`src/verilog/opp_regs.svh`:
```
// Register map, field positions, reset values and timing counts
// for the optical port and energy pulse block.
// Assumes a 32-bit APB with one register per aligned word.
`ifndef OPP_REGS_SVH
`define OPP_REGS_SVH

// Register indices; byte address is four times the index
`define OPP_IDX_POL     16'h2004
`define OPP_IDX_TXSEL   16'h2007
`define OPP_IDX_RXTX    16'h2008
`define OPP_IDX_MAXW    16'h2080
`define OPP_IDX_INTV    16'h2081
`define OPP_IDX_STAT    16'h2090

// Field positions
`define OPP_POL_INV_BIT 6
`define OPP_TXSRC_LSB   6
`define OPP_DUTY_LSB    0
`define OPP_RXDIS_BIT   5
`define OPP_RXINV_BIT   4
`define OPP_TXMOD_BIT   1
`define OPP_TXINV_BIT   0

// Reset values and special codes
`define OPP_MAXW_RST    8'hff
`define OPP_INTV_RST    8'h00
`define OPP_WIDTH_OFF   8'hff
`define OPP_PACED_INTV  8'h51

// Timing
`define OPP_CLK_NS      20
`define OPP_SAMPLE_NS   397000
`define OPP_SAMPLE_CYCLES ((`OPP_SAMPLE_NS) / (`OPP_CLK_NS))
`define OPP_UNIT_CYCLES 1
`define OPP_CARRIER_DIV 16

`endif

```
`src/verilog/opp_pkg.sv`:
```
// Types shared by the optical port and energy pulse block.
// Assumes nothing beyond a SystemVerilog compiler.
`default_nettype none
package opp_pkg;

    // Optical transmit pin sources
    typedef enum logic [1:0] {
        OPP_SRC_UART,
        OPP_SRC_GIO2,
        OPP_SRC_REAL,
        OPP_SRC_REACT
    } opp_tx_src_t;

    // Software configuration held by the register file
    typedef struct packed {
        opp_tx_src_t tx_source_select;
        logic [1:0]  tx_duty_select;
        logic        rx_pin_disable;
        logic        rx_result_invert;
        logic        tx_modulation_enable;
        logic        tx_invert;
        logic        pulse_polarity_invert;
        logic [7:0]  pulse_width_limit;
        logic [7:0]  pulse_pacing_interval;
    } opp_cfg_t;

endpackage : opp_pkg
`default_nettype wire

```
`src/verilog/opp_optical_pulse.sv`:
```
// Optical port conditioning and energy pulse outputs, APB slave.
// Assumes pin inputs synchronous to clock_in and an APB master.
//
// The implementer's own choice: register access over APB.
`timescale 1ns/1ps
`default_nettype none
`include "opp_regs.svh"
module opp_optical_pulse #(
    parameter int SAMPLE_CYCLES = `OPP_SAMPLE_CYCLES, // Sample unit
    parameter int UNIT_CYCLES   = `OPP_UNIT_CYCLES,   // Per interval step
    parameter int CARRIER_DIV   = `OPP_CARRIER_DIV    // Carrier period
) (
    input  wire logic        clock_in,            // System clock
    input  wire logic        rst_n_in,            // Async reset
    input  wire logic        psel_in,             // APB select
    input  wire logic        penable_in,          // APB enable
    input  wire logic        pwrite_in,           // APB write
    input  wire logic [15:0] paddr_in,            // APB byte address
    input  wire logic [31:0] pwdata_in,           // APB write data
    output logic      [31:0] prdata_out,          // APB read data
    output logic             pready_out,          // APB ready
    output logic             pslverr_out,         // APB error
    input  wire logic        uart_txd_in,         // UART transmit line
    output logic             uart_rxd_out,        // UART receive line
    input  wire logic        rx_comparator_in,    // Comparator result
    input  wire logic        optical_receive_pin_in,     // Pin level
    output logic             optical_receive_pin_out,    // Pin drive
    output logic             optical_receive_pin_oe_out, // Pin enable
    input  wire logic        gio1_data_in,        // Line one value
    input  wire logic        gio1_drive_in,       // Line one enable
    output logic             gio1_read_out,       // Line one sensed
    input  wire logic        general_io_line_two_in,     // Line two
    output logic             optical_transmit_pin_out,   // Tx pin
    input  wire logic        real_pulse_req_in,   // Real pulse request
    input  wire logic        react_pulse_req_in,  // Reactive request
    output logic             real_energy_pulse_out,      // Real pulse
    output logic             reactive_energy_pulse_out   // Reactive
);
    opp_pkg::opp_cfg_t cfg_q, cfg_d;
    logic [31:0] prdata_q;
    logic [23:0] tick_cnt_q;
    logic [15:0] car_cnt_q;
    logic        tx_q, rxd_q, real_q, react_q;
    logic        real_act, react_act;

    // Byte address of a register index
    function automatic logic [15:0] addr_of(input logic [15:0] idx);
        addr_of = {idx[13:0], 2'b00};
    endfunction : addr_of

    // Pin level of a pulse, idle high unless inverted
    function automatic logic pulse_lvl(input logic act, input logic inv);
        pulse_lvl = inv ? act : ~act;
    endfunction : pulse_lvl

    // Address decode
    wire sel_pol   = paddr_in == addr_of(`OPP_IDX_POL);
    wire sel_txsel = paddr_in == addr_of(`OPP_IDX_TXSEL);
    wire sel_rxtx  = paddr_in == addr_of(`OPP_IDX_RXTX);
    wire sel_maxw  = paddr_in == addr_of(`OPP_IDX_MAXW);
    wire sel_intv  = paddr_in == addr_of(`OPP_IDX_INTV);
    wire sel_stat  = paddr_in == addr_of(`OPP_IDX_STAT);
    wire mapped    = sel_pol | sel_txsel | sel_rxtx | sel_maxw |
                     sel_intv | sel_stat;
    wire setup     = psel_in & ~penable_in;
    wire wr_en     = psel_in & penable_in & pwrite_in & pready_out;

    // Read words; unused bits read zero
    wire [31:0] rd_pol   = 32'(cfg_q.pulse_polarity_invert) << `OPP_POL_INV_BIT;
    wire [31:0] rd_txsel = (32'(cfg_q.tx_source_select) << `OPP_TXSRC_LSB) |
                           (32'(cfg_q.tx_duty_select) << `OPP_DUTY_LSB);
    wire [31:0] rd_rxtx  = (32'(cfg_q.rx_pin_disable) << `OPP_RXDIS_BIT) |
                           (32'(cfg_q.rx_result_invert) << `OPP_RXINV_BIT) |
                           (32'(cfg_q.tx_modulation_enable) << `OPP_TXMOD_BIT) |
                           (32'(cfg_q.tx_invert) << `OPP_TXINV_BIT);
    wire [31:0] rd_stat  = {28'h0000000, rxd_q, tx_q, react_act, real_act};
    wire [31:0] rd_word  = sel_pol   ? rd_pol :
                           sel_txsel ? rd_txsel :
                           sel_rxtx  ? rd_rxtx :
                           sel_maxw  ? {24'h000000, cfg_q.pulse_width_limit} :
                           sel_intv  ? {24'h000000, cfg_q.pulse_pacing_interval} :
                           sel_stat  ? rd_stat : 32'h00000000;

    // Zero-wait slave; read data is caught in the setup cycle
    assign pready_out  = 1'b1;
    assign pslverr_out = psel_in & penable_in & ~mapped;
    assign prdata_out  = prdata_q;

    // Register writes; status is read only
    always_comb begin
        cfg_d = cfg_q;
        if (wr_en && sel_pol)
            cfg_d.pulse_polarity_invert = pwdata_in[`OPP_POL_INV_BIT];
        if (wr_en && sel_txsel) begin
            cfg_d.tx_source_select = opp_pkg::opp_tx_src_t'(pwdata_in[`OPP_TXSRC_LSB +: 2]);
            cfg_d.tx_duty_select   = pwdata_in[`OPP_DUTY_LSB +: 2];
        end
        if (wr_en && sel_rxtx) begin
            cfg_d.rx_pin_disable       = pwdata_in[`OPP_RXDIS_BIT];
            cfg_d.rx_result_invert     = pwdata_in[`OPP_RXINV_BIT];
            cfg_d.tx_modulation_enable = pwdata_in[`OPP_TXMOD_BIT];
            cfg_d.tx_invert            = pwdata_in[`OPP_TXINV_BIT];
        end
        if (wr_en && sel_maxw)
            cfg_d.pulse_width_limit = pwdata_in[7:0];
        if (wr_en && sel_intv)
            cfg_d.pulse_pacing_interval = pwdata_in[7:0];
    end

    // Width time unit: interval steps, or one sample when zero
    wire        paced   = cfg_q.pulse_pacing_interval != 8'h00;
    wire [23:0] period  = paced ?
                          24'(cfg_q.pulse_pacing_interval) * 24'(UNIT_CYCLES) :
                          24'(SAMPLE_CYCLES);
    wire        tick    = tick_cnt_q >= period - 24'h000001;

    // Carrier low for the first part of each period; divider must
    // be a multiple of 16 or the narrow duties round down
    wire [15:0] low_len = 16'(CARRIER_DIV) >> (3'(cfg_q.tx_duty_select) + 3'h1);
    wire        carrier = car_cnt_q >= low_len;
    wire        car_wrap = car_cnt_q >= 16'(CARRIER_DIV) - 16'h0001;

    // Transmit path: select, invert, then modulate zeros only
    wire tx_src = (cfg_q.tx_source_select == opp_pkg::OPP_SRC_UART) ? uart_txd_in :
                  (cfg_q.tx_source_select == opp_pkg::OPP_SRC_GIO2) ?
                  general_io_line_two_in :
                  (cfg_q.tx_source_select == opp_pkg::OPP_SRC_REAL) ?
                  real_q : react_q;
    wire tx_pre = tx_src ^ cfg_q.tx_invert;
    wire tx_d   = (cfg_q.tx_modulation_enable && !tx_pre) ? carrier : tx_pre;

    // Receive path; the invert only reaches the UART side
    wire rxd_d  = cfg_q.rx_pin_disable ? 1'b1 :
                  rx_comparator_in ^ cfg_q.rx_result_invert;
    assign gio1_read_out = cfg_q.rx_pin_disable & optical_receive_pin_in;
    assign optical_receive_pin_out    = gio1_data_in;
    assign optical_receive_pin_oe_out = cfg_q.rx_pin_disable & gio1_drive_in;

    // Pulse channels
    opp_pulse_shaper u_real (
        .clock_in   (clock_in),
        .rst_n_in   (rst_n_in),
        .tick_in    (tick),
        .paced_in   (paced),
        .issue_in   (real_pulse_req_in),
        .width_in   (cfg_q.pulse_width_limit),
        .active_out (real_act)
    );
    opp_pulse_shaper u_react (
        .clock_in   (clock_in),
        .rst_n_in   (rst_n_in),
        .tick_in    (tick),
        .paced_in   (paced),
        .issue_in   (react_pulse_req_in),
        .width_in   (cfg_q.pulse_width_limit),
        .active_out (react_act)
    );

    // Configuration and read capture
    always_ff @(posedge clock_in or negedge rst_n_in) begin
        if (!rst_n_in) begin
            cfg_q    <= '{tx_source_select: opp_pkg::OPP_SRC_UART,
                          pulse_width_limit: `OPP_MAXW_RST,
                          pulse_pacing_interval: `OPP_INTV_RST,
                          default: '0};
            prdata_q <= 32'h00000000;
        end else begin
            cfg_q    <= cfg_d;
            prdata_q <= setup ? rd_word : prdata_q;
        end
    end

    // Timebases
    always_ff @(posedge clock_in or negedge rst_n_in) begin
        if (!rst_n_in) begin
            tick_cnt_q <= 24'h000000;
            car_cnt_q  <= 16'h0000;
        end else begin
            tick_cnt_q <= tick ? 24'h000000 : tick_cnt_q + 24'h000001;
            car_cnt_q  <= car_wrap ? 16'h0000 : car_cnt_q + 16'h0001;
        end
    end

    // Registered pins; pulses idle high after reset
    always_ff @(posedge clock_in or negedge rst_n_in) begin
        if (!rst_n_in) begin
            tx_q    <= 1'b1;
            rxd_q   <= 1'b1;
            real_q  <= 1'b1;
            react_q <= 1'b1;
        end else begin
            tx_q    <= tx_d;
            rxd_q   <= rxd_d;
            real_q  <= pulse_lvl(real_act, cfg_q.pulse_polarity_invert);
            react_q <= pulse_lvl(react_act, cfg_q.pulse_polarity_invert);
        end
    end

    assign optical_transmit_pin_out  = tx_q;
    assign uart_rxd_out              = rxd_q;
    assign real_energy_pulse_out     = real_q;
    assign reactive_energy_pulse_out = react_q;

    // Helper: units counted while the real pulse is held
    logic [9:0] real_units_q;
    always_ff @(posedge clock_in or negedge rst_n_in) begin
        if (!rst_n_in) real_units_q <= 10'h000;
        else real_units_q <= !real_act ? 10'h000 :
                             (tick ? real_units_q + 10'h001 : real_units_q);
    end
endmodule : opp_optical_pulse
`default_nettype wire

```
`src/verilog/opp_pulse_shaper.sv`:
```
// One energy pulse channel: bypass or paced release and width cap.
// Assumes issue_in is a level from the compute engine, synchronous.
`timescale 1ns/1ps
`default_nettype none
`include "opp_regs.svh"
module opp_pulse_shaper (
    input  wire logic       clock_in,   // System clock
    input  wire logic       rst_n_in,   // Async reset, active low
    input  wire logic       tick_in,    // One pulse per width time unit
    input  wire logic       paced_in,   // Pacing interval nonzero
    input  wire logic       issue_in,   // Pulse request level
    input  wire logic [7:0] width_in,   // Width limit value
    output logic            active_out  // Pulse active, from flop
);
    typedef enum {OPP_IDLE, OPP_BUSY, OPP_SPENT} opp_state_t;
    opp_state_t state_q, state_d;
    logic       issue_q;
    logic [3:0] pend_q, pend_d;
    logic [8:0] wcnt_q, wcnt_d;

    // Cap decode; the all-ones value leaves width unbounded in bypass, one unit when paced
    wire       limit_en  = width_in != `OPP_WIDTH_OFF;
    wire [8:0] limit_val = {width_in, 1'b1};
    wire       rise      = issue_in & ~issue_q;
    wire       busy      = state_q == OPP_BUSY;
    wire       end_now   = busy & tick_in &
                           (limit_en ? (wcnt_q + 9'h001 >= limit_val) : paced_in);
    wire       pend_go   = paced_in & tick_in & ~busy & (pend_q != 4'h0);
    wire       pend_full = pend_q == 4'hf;

    // Queue of paced pulses; a full queue drops the newest request
    assign pend_d = pend_q + ((rise & paced_in & ~pend_full) ? 4'h1 : 4'h0)
                    - (pend_go ? 4'h1 : 4'h0);
    assign wcnt_d = !busy ? 9'h000 : (tick_in ? wcnt_q + 9'h001 : wcnt_q);

    // Channel state
    always_comb begin
        state_d = state_q;
        case (state_q)
            OPP_IDLE: begin
                if (paced_in ? pend_go : issue_in) state_d = OPP_BUSY;
            end
            OPP_BUSY: begin
                if (end_now) state_d = (paced_in || !issue_in) ? OPP_IDLE : OPP_SPENT; // A held bypass request waits in OPP_SPENT until it drops
                else if (!paced_in && !issue_in) state_d = OPP_IDLE;
            end
            OPP_SPENT: begin
                if (paced_in || !issue_in) state_d = OPP_IDLE;
            end
            default: state_d = OPP_IDLE;
        endcase
    end

    always_ff @(posedge clock_in or negedge rst_n_in) begin
        if (!rst_n_in) begin
            state_q <= OPP_IDLE;
            issue_q <= 1'b0;
            pend_q  <= 4'h0;
            wcnt_q  <= 9'h000;
        end else begin
            state_q <= state_d;
            issue_q <= issue_in;
            pend_q  <= pend_d;
            wcnt_q  <= wcnt_d;
        end
    end

    assign active_out = busy;
endmodule : opp_pulse_shaper
`default_nettype wire

```
`config.mk`:
```
export PLATFORM = sky130hd
export DESIGN_NAME = opp_optical_pulse
export DESIGN_NICKNAME = d
export VERILOG_FILES = /design/src/verilog/opp_pkg.sv /design/src/verilog/opp_optical_pulse.sv /design/src/verilog/opp_pulse_shaper.sv
export VERILOG_INCLUDE_DIRS = /design/src /design/src/verilog
export SDC_FILE = /design/constraint.sdc
export NUM_CORES = 1
export LEC_CHECK = 0
export BUFFER_PORTS_ARGS = -buffer_cell sky130_fd_sc_hd__buf_4
export CORE_UTILIZATION = 58
export CTS_BUF_LIST = sky130_fd_sc_hd__clkbuf_16
export CTS_CLUSTER_DIAMETER = 120
export DETAILED_ROUTE_END_ITERATION = 12
export HOLD_SLACK_MARGIN = 0.08
export PLACE_DENSITY = 0.78
export SYNTH_ARGS = -nofsm -noshare
export SYNTH_HDL_FRONTEND = slang
export SYNTH_SLANG_ARGS = --single-unit
```
`constraint.sdc`:
```
create_clock -name clock_in -period 6.3 [get_ports clock_in]
set_clock_uncertainty 0.2 [all_clocks]
set_input_delay 0.63 -clock clock_in [delete_from_list [all_inputs] [get_ports clock_in]]
set_output_delay 0.63 -clock clock_in [all_outputs]
set_load 0.02 [all_outputs]
```
## Yosys cells after proc, flatten, opt, wreduce, memory -nomap -nowiden

Cells that the tools add are included.

| cells by class | value |
|---|---|
| $add $sub $neg | 10 |
| order comparisons | 5 |
| equal/unequal tests | 25 |
| shift operators | 1 |
| mux-type cells | 40 |
| bitwise gates (word level) | 40 |
| reductions and logical operators | 22 |

Operators with widths:

| cell | count |
|---|---|
| two-way mux 32 bit | 8 |
| one-hot mux 32 bit (3 select lines) | 2 |
| == test 32 x 2 -> 1 bit, second input constant | 4 |
| == test 16 bit, second input constant | 6 |
| == test 32 x 1 -> 1 bit, second input constant | 2 |
| zero test 32 bit | 2 |
| two-way mux 8 bit | 5 |
| two-way mux 9 bit | 4 |
| adder 24 x 1 -> 24 bit, second input constant | 1 |
| greater-or-equal comparator 24 bit | 1 |
| two-way mux 24 bit | 1 |
| bitwise AND 1 bit | 21 |
| adder 9 x 1 -> 9 bit, second input constant | 2 |
| greater-or-equal comparator 9 bit | 2 |
| adder 16 x 1 -> 16 bit, second input constant | 1 |
| greater-or-equal comparator 16 bit | 1 |
| greater-or-equal comparator 16 x 4 -> 1 bit, second input constant | 1 |
| two-way mux 16 bit | 1 |
| right shift 5 x 3 -> 16 bit, first input constant | 1 |
| subtractor 15 x 1 -> 16 bit, second input constant | 1 |
| two-way mux 1 bit | 15 |
| two-way mux 15 bit | 1 |
| inequality test 2 x 1 -> 1 bit, second input constant | 6 |
| adder 4 bit | 2 |
| other kinds (23) | 52 |

| word-level totals | value |
|---|---|
| flip-flop bits (word level) | 193 |
| output and inout port bits | 41 |
| logic and storage cells | 167 |

## Logic depth before layout (Yosys ltp)

Gate-level depths: netlist of the first run.

| depth | value |
|---|---|
| depth in word-level cells | 10 |
| mapped depth | 24 |

## Cells and area by module

From an unflattened synthesis of the first run, not the netlist that was laid out.

| unflattened totals | value |
|---|---|
| cells, all modules | 659 |
| area total of the unflattened synthesis | 6676.4 sq um |

By module, submodules not included:

| module | instances | cells an instance | area each (sq um) | sequential area each (sq um) |
|---|---|---|---|---|
| opp_optical_pulse | 1 | 417 | 4391.7 | 1941.9 |
| opp_pulse_shaper | 2 | 121 | 1142.3 | 400.4 |

## Worst setup path after synthesis of the first run

Ideal clock, no wire load.

| timing path | value |
|---|---|
| kind | flip-flop to flip-flop |
| start | reg cfg_q[4] (netlist name) |
| end | reg u_react.pend_q[2] |
| setup time | 0.123 ns |
| data arrival time | 4.377 ns |
| data required time | 5.977 ns |
| path slack | 1.600 ns |
| cell stages (with the launch flop) | 23 |
| path buffers | 3 |
| clock period less this slack | 4.700 ns |
| path through | dfrtp_1 -> clkbuf_1 -> nor4_1 -> and2_0 -> buf_2 -> nor2_1 -> ha_1 -> nor4b_1 -> o21ai_0 -> ha_1 -> nand2_1 -> o21ai_0 -> a221oi_1 -> o21ai_0 -> or2_2 -> clkbuf_1 -> nand3_1 -> nor2_1 -> ha_1 -> inv_1 -> ha_1 -> fa_1 -> xor2_1 |

| on the way | value |
|---|---|
| word-level cells in the longest chain between the ends | 9 |
| elaborated cells between the ends (all ways) | 13 |

Ends and longest elaborated chain:

| item | line | RTL |
|---|---|---|
| start, declared | opp_optical_pulse.sv:39 | `opp_pkg::opp_cfg_t cfg_q, cfg_d;` |
| start signal, assigned | opp_optical_pulse.sv:162 | `cfg_q <= '{tx_source_select: opp_pkg::OPP_SRC_UART,` |
| start signal, assigned | opp_optical_pulse.sv:168 | `cfg_q <= cfg_d;` |
| nonzero test 8 bit | opp_optical_pulse.sv:111 | `wire paced = cfg_q.pulse_pacing_interval != 8'h00;` |
| two-way mux 15 bit | opp_optical_pulse.sv:112 | `wire [23:0] period = paced ?` |
| subtractor 15 x 1 -> 16 bit | opp_optical_pulse.sv:115 | `wire tick = tick_cnt_q >= period - 24'h000001;` |
| greater-or-equal comparator 24 bit | opp_optical_pulse.sv:115 |  |
| bitwise AND 1 bit (3 in series) | opp_pulse_shaper.sv:28 | `wire pend_go = paced_in & tick_in & ~busy & (pend_q != 4'h0);` |
| two-way mux 1 bit | opp_pulse_shaper.sv:33 | `- (pend_go ? 4'h1 : 4'h0);` |
| subtractor 4 bit * | opp_pulse_shaper.sv:33 |  |
| net u_react.pend_d[2] | opp_pulse_shaper.sv:18 | `logic [3:0] pend_q, pend_d;` |
| end signal, assigned | opp_pulse_shaper.sv:63 | `pend_q <= pend_d;` |
| end, declared | opp_pulse_shaper.sv:18 |  |

Mark *: on every way through the listed nets, which the timed path passes. The rest lies on a longest branch.
A chain may end at the register's enable or synchronous reset.

## Worst setup path after layout of the first run

| timing path | value |
|---|---|
| start | reg cfg_q[3] (netlist name) |
| end | reg u_react.pend_q[2] |

The elaborated chain is that of the path after synthesis.

==> out/summary.md, run 1 <==
The run finished with clean final reports. Clock-pin slew on the worst setup and hold paths: 0.08 ns. The first-pass GRT wire length came out at 22.3 mm. The sort of element at the end of the critical path is a flop. Remaining antenna violation count: 0.

In this run the worst path has a maximum fanout of 12. For the worst-skew pair, the clock arrives at the later sink with an insertion delay of 0.37 ns. The total count of hold-check failures in the final report is 0, and the number of filler instances in the final layout is 866. The max-capacitance violation count is 0. The detail-routed net length per standard cell is 14.7 um. Boundary pin count: 102. Wires add up to 13.0 mm. Detail-routed via count per cell: 5.60. Input and output buffers added on the ports amount to 50. The signal on the critical path passes through nor4_1 -> and2_0 -> nor2_1 -> ha_1 -> nor4b_1 -> buf_4 -> o21ai_0 -> ha_1 -> nand2_1 -> o21ai_0 -> a221oi_1 -> o21ai_0 -> buf_4 -> or2_2 -> nand3_1 -> nor2_1 -> ha_1 -> inv_1 -> ha_1 -> fa_1 -> xor2_1. For the effective utilization at floorplan, the log shows 0.597. At the pin with the least slew margin, the transition time is 0.770 ns. The library cell used most frequently in the layout, excluding fill and tap cells, is sky130_fd_sc_hd__dfrtp_1.

Post-route fraction of the period consumed by the critical path: 0.836. The slowest stage of the critical path is the sky130_fd_sc_hd__nor4_1 cell. The share of flip-flops with an asynchronous set or reset after synthesis was 1.00. The run gives 1 as the count of hold buffers inserted by post-cts repair. The logs give 0.246 for the global-route usage over all layers and 0 for the total global routing overflow.

The floorplan die height works out to 108 um. The H-tree generated during clock tree synthesis spans 3 levels. The die is 108 um wide.

The tools report the final routed DRC violation total as 0. For the worst setup path, the data arrival time is 5.32 ns. TritonCTS built the clock tree.

The fraction of layout instances using a drive strength above 1 works out to 0.150. Among all flip-flop cells after synthesis, the most frequent one is sky130_fd_sc_hd__dfrtp_1. The worst setup path is launched from a flop.

The type of the worst setup path was reg -> reg. The buffer levels on the longest clock path is 2. The critical path starts at cfg_q[3].

The count of flip-flops with a built-in enable after synthesis came out at 0. Number of design-rule violations left by the first detailed-router iteration: 252. The number of setup buffers added after CTS is 0. The startpoint identified for the worst register-to-register timing path is cfg_q[3]. The tools report the total number of nets in the final design as 867. For the final weighted congestion in routability-driven placement, the log shows 0.855. On the worst path, the slowest cell contributes a delay of 0.63 ns.

The worst hold path begins at real_pulse_req_in. The worst hold path class is in -> reg. The most prevalent standard cell on the critical path was sky130_fd_sc_hd__ha_1. For the TritonCTS sink count, the log shows 109. The master cell of the clock root buffer was sky130_fd_sc_hd__clkbuf_16. Leaving out fill and tap cells, the most frequent cells in the layout are sky130_fd_sc_hd__dfrtp_1 (97), sky130_fd_sc_hd__nand2_1 (69), sky130_fd_sc_hd__ha_1 (61). The first detailed-routing pass ran for 4 iterations. The achievable clock frequency came out at 190 MHz. The cell leakage power was 0.00356 uW. The number of instances in the synthesized netlist was 670. The total number of vias was 4975; the sequential share of the synthesized area was 0.422.

Summed over all nets, the half-perimeter wirelength after detailed placement is 9.79 mm. After synthesis the netlist holds a flip-flop and latch count of 109. The run gives 4906 as the via count of the first global-routing pass. After floorplanning, the core was sized to cover 0.0109 mm^2. The final count of pins violating max slew came out at 0. The post-route total power was 1910 uW; the time the final worst path needs with I/O delays and setup was 5.27 ns.

The number of buffers inserted during clock tree synthesis is 9, and the area growth from synthesis to final layout is 12.7%. The floorplan step defined a die boundary enclosing 0.0116 mm^2. Dividing total power by cell area gives a power density of 260 mW/mm^2. After synthesis, the mean cell area works out to 9.71 um^2. For the worst setup path, the data required time is 6.35 ns. After floorplanning, the core was divided into 38 placement rows. The number of failing setup endpoints in the final timing report came out at 0. In this run, post-CTS repair resized a total of 0 instances. The relative slew slack is 0.486, and the number of warnings issued by yosys is 0. The repair_antennas step left the layout with diodes totalling 0. The run gives 0.200 ns as the hold slack. The pin count of the biggest net entering global routing is 61, and the final setup TNS is 0 ns. The synthesized cell area is 0.00650 mm^2.

Setup repair after global routing left no endpoint under its margin. The number of antenna violations at the first check in global routing is 0, and the count of unique library cells instantiated by Yosys is 55. The tools report the maximum ir drop on the vdd rail as 0.250 mV.
## area by class of cell
cell class | count | area, um^2 | area share
flip-flops and latches | 109 | 2740 | 0.374
multi-input cells | 536 | 3570 | 0.487
well taps | 140 | 175 | 0.0239
clock inverters | 7 | 66.3 | 0.00905
repair buffers | 59 | 445 | 0.0608
clock buffers | 9 | 225 | 0.0307
inverters | 28 | 105 | 0.0143
## Yosys cell counts, types with 3 or more instances
library cell               count  area, um^2
sky130_fd_sc_hd__dfstp_2      12         315
sky130_fd_sc_hd__xnor2_1      22         193
sky130_fd_sc_hd__nor4_1       11        68.8
sky130_fd_sc_hd__nand3_1      25         125
sky130_fd_sc_hd__dfrtp_1      97        2430
sky130_fd_sc_hd__nand4_1      10        62.6
sky130_fd_sc_hd__ha_1         61         763
sky130_fd_sc_hd__nor3b_1       3        22.5
sky130_fd_sc_hd__and2_1        7        43.8
sky130_fd_sc_hd__o311ai_0      4        35.0
sky130_fd_sc_hd__xor2_1       34         298
sky130_fd_sc_hd__a21o_1        5        37.5
sky130_fd_sc_hd__buf_4        26         195
sky130_fd_sc_hd__nor2_1       49         184
sky130_fd_sc_hd__and3_1        4        25.0
sky130_fd_sc_hd__nor2b_1       6        37.5
sky130_fd_sc_hd__nand2_1      69         259
sky130_fd_sc_hd__clkbuf_1     12        45.0
sky130_fd_sc_hd__a22oi_1       5        37.5
sky130_fd_sc_hd__nand2b_1     11        68.8
sky130_fd_sc_hd__or4_1         5        37.5
sky130_fd_sc_hd__mux2_2       16         180
sky130_fd_sc_hd__nor3_1        9        45.0
sky130_fd_sc_hd__or3_1         8        50.1
sky130_fd_sc_hd__o21bai_1      4        30.0
sky130_fd_sc_hd__o21ai_0      52         260
sky130_fd_sc_hd__a21oi_1      33         165
sky130_fd_sc_hd__inv_1        28         105
sky130_fd_sc_hd__buf_1         3        11.3
## registers in the layout (all words and copies together), names as in the netlist
signal / count
u_real.wcnt_q: 9
u_real.state_q: 2
cfg_q: 25
tick_cnt_q: 24
uart_rxd_out: 1
car_cnt_q: 16
u_real.issue_q: 1
u_react.wcnt_q: 9
u_react.pend_q: 4
u_react.state_q: 2
optical_transmit_pin_out: 1
u_react.issue_q: 1
real_energy_pulse_out: 1
prdata_out: 8
u_real.pend_q: 4
reactive_energy_pulse_out: 1
## layer usage
metal | part of all wire | GRT usage | vias to the layer above | wire, um
met3 | 0.044 | 0.0648 | 19 | 570
met4 | 0.014 | 0.0744 | 0 | 176
met2 | 0.49 | 0.417 | 103 | 6430
met5 | 0 | 0 | - | 0
met1 | 0.45 | 0.309 | 2427 | 5840
li1 | - | - | 2426 | -
## power by group
group          total (uW)  leakage [uW]  internal [uW]  switching [uW]
sequential            866       0.00141            791            74.2
clock                 559      0.000142            278             281
combinational         484       0.00201            202             282
total                1910       0.00356           1270             637
## logic make-up (layout without fill, tap and decap cells)
| family | Yosys count | after routing | synth area share |
|---|---|---|---|
| flops | 109 | 109 | 0.422 |
| other cells | 2 | 48 | 0.00115 |
| simple gates | 233 | 233 | 0.184 |
| xor+xnor | 56 | 56 | 0.0754 |
| mux | 17 | 17 | 0.0312 |
| fa+ha+maj | 63 | 63 | 0.123 |
| compound gates | 119 | 119 | 0.107 |
| buf+inv | 71 | 103 | 0.0564 |
## worst max-delay path, delay by kind of cell, from the launching register on
family / cells / cell delay, ns
buffers and inverters: 3 / 0.41
xor gates and xnor gates: 1 / 0.17
and+or+nand+nor: 8 / 1.84
adders and majority gates: 5 / 1.40
DFF: 1 / 0.45
AOI/OAI and AO/OA: 4 / 0.66
## through the flow
stage	setup WS, ns	instance area, um^2	util	cells
finish	1.03	7330	0.673	888
global route	0.612	7330	0.673	888
CTS	1.05	7330	0.673	888
floorplan	1.60	6680	-	716
detailed placement	1.09	7030	0.645	871
global placement	1.21	7030	0.645	871
## path summary, 6_finish.rpt
| kind | end | slack (ns) | cells after the start |
|---|---|---|---|
| hold / removal | u_real.issue_q | 0.20 | 1 |
| setup reg to reg | u_react.pend_q[2] | 1.03 | 21 |
| hold reg to reg | prdata_out[2] | 0.29 | 2 |
| max in group asynchronous | u_real.pend_q[2] | 4.07 | 3 |
| min in group asynchronous | prdata_out[1] | 0.61 | 2 |
| setup / recovery | u_react.pend_q[2] | 1.03 | 21 |
(Power assumes the default switching activity.)
==> run 2: changes to the inputs <==
--- a/config.mk
+++ b/config.mk
@@ -6,6 +6,7 @@
 export SDC_FILE = /design/constraint.sdc
 export NUM_CORES = 1
 export LEC_CHECK = 0
+export ABC_AREA = 1
 export BUFFER_PORTS_ARGS = -buffer_cell sky130_fd_sc_hd__buf_4
 export CORE_UTILIZATION = 58
 export CTS_BUF_LIST = sky130_fd_sc_hd__clkbuf_16
==> constraint.sdc (replaced) <==
create_clock -name clock_in -period 5 [get_ports clock_in]
set_clock_uncertainty 0.2 [all_clocks]
set_input_delay 0.5 -clock clock_in [delete_from_list [all_inputs] [get_ports clock_in]]
set_output_delay 0.5 -clock clock_in [all_outputs]
set_load 0.02 [all_outputs]
==> out/summary.md, run 2 <==
The source of the worst register-to-register timing path was cfg_q[2]. The tools report the TritonCTS sink count as 109 (unchanged). The startpoint identified for the worst hold timing path is rx_comparator_in. The net switching fraction of the power is 0.339 (+0.00565), and the detail-routed net length per standard cell is 13.0 um (-11%). Count of antenna diodes in the layout: 0 (unchanged). Number of setup buffers added after CTS: 0 (unchanged).

The worst setup path is captured at a flop. The checks that failed: DRC. The register cell area after layout was 0.00274 mm^2 (unchanged). The number of filler instances in the final layout came out at 987 (+14%). The total instance count after detailed placement is 1080 (+24%). The run gives 0 (unchanged) as the final count of pins violating max slew.

The root buffer cell chosen for the clock tree is sky130_fd_sc_hd__clkbuf_16. The source-to-sink clock delay at the later pin of the worst-skew pair was 0.37 ns (about the same); the top fanout value on the critical path was 28 (+16). The tools report the count of unique library cells instantiated by Yosys as 43 (-22%). Total number of vias: 5700 (+15%).

The boundary pin count is 102 (unchanged). The logs give 0.00374 mm^2 (+4.7%) for the multi-input combinational cell area and 0.00789 mm^2 (+7.7%) for the final cell area excluding filler cells. The total number of placement rows came out at 39 (+2.6%). The number of antenna violations at the first check in global routing is 0 (unchanged), and the number of flip-flops in the largest register is 25 (unchanged). In the synthesized netlist, the cells that appear most often are sky130_fd_sc_hd__nand2_1 (167), sky130_fd_sc_hd__inv_1 (131), sky130_fd_sc_hd__dfrtp_1 (97). The floorplan die width is 112 um (+3.9%), and the total number of nets in the final design is 1075 (+24%). For the pin count of the biggest net entering global routing, the log shows 71 (+16%).

By area the synthesized netlist is led by sky130_fd_sc_hd__dfrtp_1 (34%), sky130_fd_sc_hd__ha_1 (11%), sky130_fd_sc_hd__nand2_1 (8.9%). The detail-routed via count per cell is 5.19 (-7.4%), and the power density of the placed cells is 298 mW/mm^2 (+15%). The tools report the number of search-and-repair iterations in the first detailed-routing pass as 11 (+7).

The logs give 0.898 (+5.0%) for the final weighted congestion in routability-driven placement and 0.237 (-0.017) for the combinational share of power. For the cell leakage power, the log shows 0.00408 uW (+15%). The slew at the pin with the worst max-slew slack is 0.896 ns (+0.126 ns). The mean area per synthesized cell is 8.09 um^2 (-17%). Synthesis-stage register bit count: 109 (unchanged). Number of failing setup endpoints in the final timing report: 0 (unchanged). The highest routing layer actually used was met4. Time the final worst path needs with I/O delays and setup: 4.32 ns (-0.950 ns). For the clock share of power, the log shows 0.311 (+0.018). For the half-perimeter wire length after detailed placement, the log shows 11.0 mm (+13%). TritonCTS built the clock tree. The type of the worst setup path is reg -> reg.

The max-capacitance violation count is 0 (unchanged). Setup repair after global routing left no endpoint under its margin. The count of instances resized after the clock tree is built is 0 (unchanged), and the count of flip-flops with a built-in enable after synthesis is 0 (unchanged). Global-route usage over all layers: 0.248 (+0.00165). The achievable clock frequency was 232 MHz (+22%); the number of input and output port buffers inserted was 50 (unchanged). More flip-flops sit in one register than any other, and that register is cfg_q. For the cell area reported after detailed placement, the log shows 0.00755 mm^2 (+7.5%). For the number of buffers inserted during clock tree synthesis, the log shows 9 (unchanged).

The critical path starts at cfg_q[2]. The logs give 1099 (+24%) for the post-route non-filler standard cell count and 0.390 (-0.0319) for the sequential share of the synthesized area. The tools report the effective utilization at floorplan as 0.606 (+0.00856). The sum of met3 wire segment lengths after detailed routing is 693 um (+22%), and the required time at the worst-slack endpoint is 5.06 ns (-1.29 ns).

The library cell used most frequently in the layout, excluding fill and tap cells, is sky130_fd_sc_hd__nand2_1. The routed metal-1 wire length is 6.75 mm (+16%). The clock-pin slew on the worst setup and hold paths is 0.08 ns (about the same). The logs give 0 (unchanged) for the total global routing overflow and 1560 uW (+22%) for the internal portion of total power. From synthesis to final layout, the design area changed by 12.2%. Post-route fraction of the period consumed by the critical path: 0.863 (+0.0273). The worst setup path is launched from a flop. The tightest min-delay check is of the in -> reg type. The largest registers in the layout are cfg_q (25), tick_cnt_q (24), car_cnt_q (16). The area share of the leading cell type in the synthesized netlist works out to 0.345 (-0.0283). The biggest area contributor in the post-synthesis netlist is sky130_fd_sc_hd__dfrtp_1.

The data arrival time at the worst-slack endpoint is 4.37 ns (-0.95 ns). The final setup TNS was 0 ns (unchanged). The run gives 0.00704 mm^2 (+8.2%) as the synthesized cell area. The detailed-routed wire length on met2 is 6.73 mm (+4.6%), and the buffer levels on the longest clock path is 2 (unchanged). Part of the power in registers: 0.452 (-0.002). The final wirelength is 14.3 mm (+9.7%), and the net switching power is 800 uW (+26%). The number of warnings issued by yosys is 0 (unchanged), and the share of flip-flops with an asynchronous set or reset after synthesis is 1.00 (unchanged).

The run finished, with violations left. The total count of hold-check failures in the final report is 0 (unchanged), and the final routed DRC violation total is 2 (+2). The logs give 24.9 mm (+12%) for the first-pass GRT wire length and 5494 (+12%) for the via count of the first global-routing pass.

The number of design-rule violations left by the first detailed-router iteration was 417 (+65%); the fraction of layout instances using a drive strength above 1 was 0.132 (-0.0179). The number of instances in the synthesized netlist was 870 (+30%). The run gives 0.400 (-0.0860) as the relative slew slack. Leaving out fill and tap cells, the most frequent cells in the layout are sky130_fd_sc_hd__nand2_1 (167), sky130_fd_sc_hd__inv_1 (131), sky130_fd_sc_hd__dfrtp_1 (97). In the post-synthesis netlist, the cell with the most instances is sky130_fd_sc_hd__nand2_1. Core area: 0.0116 mm^2 (+6.7%). Count of hold buffers inserted by post-cts repair: 3 (+2). For the H-tree depth, the log shows 3 (unchanged). The remaining antenna violation count was 0 (unchanged). The most common flop cell mapped by yosys is sky130_fd_sc_hd__dfrtp_1.

The maximum ir drop on the vdd rail is 0.235 mV (-6.0%). The floorplan die height is 112 um (+3.9%), and the die area is 0.0126 mm^2 (+8.0%).
run 2: per-layer routing:
metal	vias to the layer above	track usage
met1	2649	0.331
met4	0	0.0524
met5	-	0
met3	8	0.0540
met2	124	0.416
li1	2919	-
run 2: metrics by stage:
step,power [uW],setup WS (ns),utilization,hold slack (ns)
finish,2360,0.685,0.680,0.0935
global route,2510,0.227,0.680,0.121
CTS,2380,0.679,0.680,0.0836
detailed placement,1640,0.700,0.650,0.259
global placement,1620,0.749,0.650,0.252
floorplan,1480,1.07,-,0.00441
run 2: layout make-up:
| cell class | count | share of cell area |
|---|---|---|
| Multi-Input combinational cell | 642 | 0.473 |
| Clock buffer | 9 | 0.0285 |
| Clock inverter | 7 | 0.0111 |
| Inverter | 134 | 0.0637 |
| Timing Repair Buffer | 55 | 0.0533 |
| Sequential cell | 109 | 0.347 |
| Tap cell | 143 | 0.0227 |
run 2: worst paths after layout:
path / endpoint / slack, ns / cells past startpoint
setup / recovery: u_react.pend_q[2] / 0.68 / 26
hold / removal: uart_rxd_out / 0.09 / 2
setup reg to reg: u_react.pend_q[2] / 0.68 / 26
hold reg to reg: car_cnt_q[0] / 0.27 / 1
max in group asynchronous: cfg_q[12] / 2.99 / 3
min in group asynchronous: cfg_q[22] / 0.59 / 2
run 2: worst max-delay path, cell delays in order, from the launching register on:
cell,delay (ns)
sky130_fd_sc_hd__dfrtp_1,0.43
sky130_fd_sc_hd__inv_1,0.08
sky130_fd_sc_hd__nand4_1,0.14
sky130_fd_sc_hd__nor2_1,0.07
sky130_fd_sc_hd__nor2_1,0.09
sky130_fd_sc_hd__ha_1,0.18
sky130_fd_sc_hd__nand3_1,0.09
sky130_fd_sc_hd__nor2_1,0.22
sky130_fd_sc_hd__nand3_1,0.12
sky130_fd_sc_hd__xor2_1,0.14
sky130_fd_sc_hd__inv_1,0.06
sky130_fd_sc_hd__ha_1,0.26
sky130_fd_sc_hd__nand2_1,0.08
sky130_fd_sc_hd__inv_1,0.04
sky130_fd_sc_hd__nand2_1,0.05
sky130_fd_sc_hd__nand2_1,0.09
sky130_fd_sc_hd__nor2_1,0.16
sky130_fd_sc_hd__nor2_1,0.07
sky130_fd_sc_hd__nand2_1,0.10
sky130_fd_sc_hd__nand2_4,0.23
sky130_fd_sc_hd__nand3_1,0.17
sky130_fd_sc_hd__inv_1,0.06
sky130_fd_sc_hd__ha_1,0.27
sky130_fd_sc_hd__inv_1,0.04
sky130_fd_sc_hd__ha_1,0.21
sky130_fd_sc_hd__fa_1,0.38
sky130_fd_sc_hd__xor2_1,0.17
run 2: power groups by stage:
stage / Combinational [uW] / Sequential [uW] / Clock [uW]
after global placement: 543 / 1080 / 0
after floorplan: 405 / 1070 / 0
final: 559 / 1060 / 733
after detailed placement: 559 / 1080 / 0
after global routing: 645 / 1080 / 787
after CTS: 564 / 1060 / 749
run 2: logic make-up (layout without fill, tap and decap cells):
group / after synthesis / in the layout / share of synthesized area
compound gates: 119 / 119 / 0.0983
xor+xnor: 37 / 37 / 0.0460
fa+ha+maj: 63 / 63 / 0.114
buf+inv: 165 / 205 / 0.104
flops: 109 / 109 / 0.390
other cells: 2 / 48 / 0.00107
simple gates: 375 / 375 / 0.247
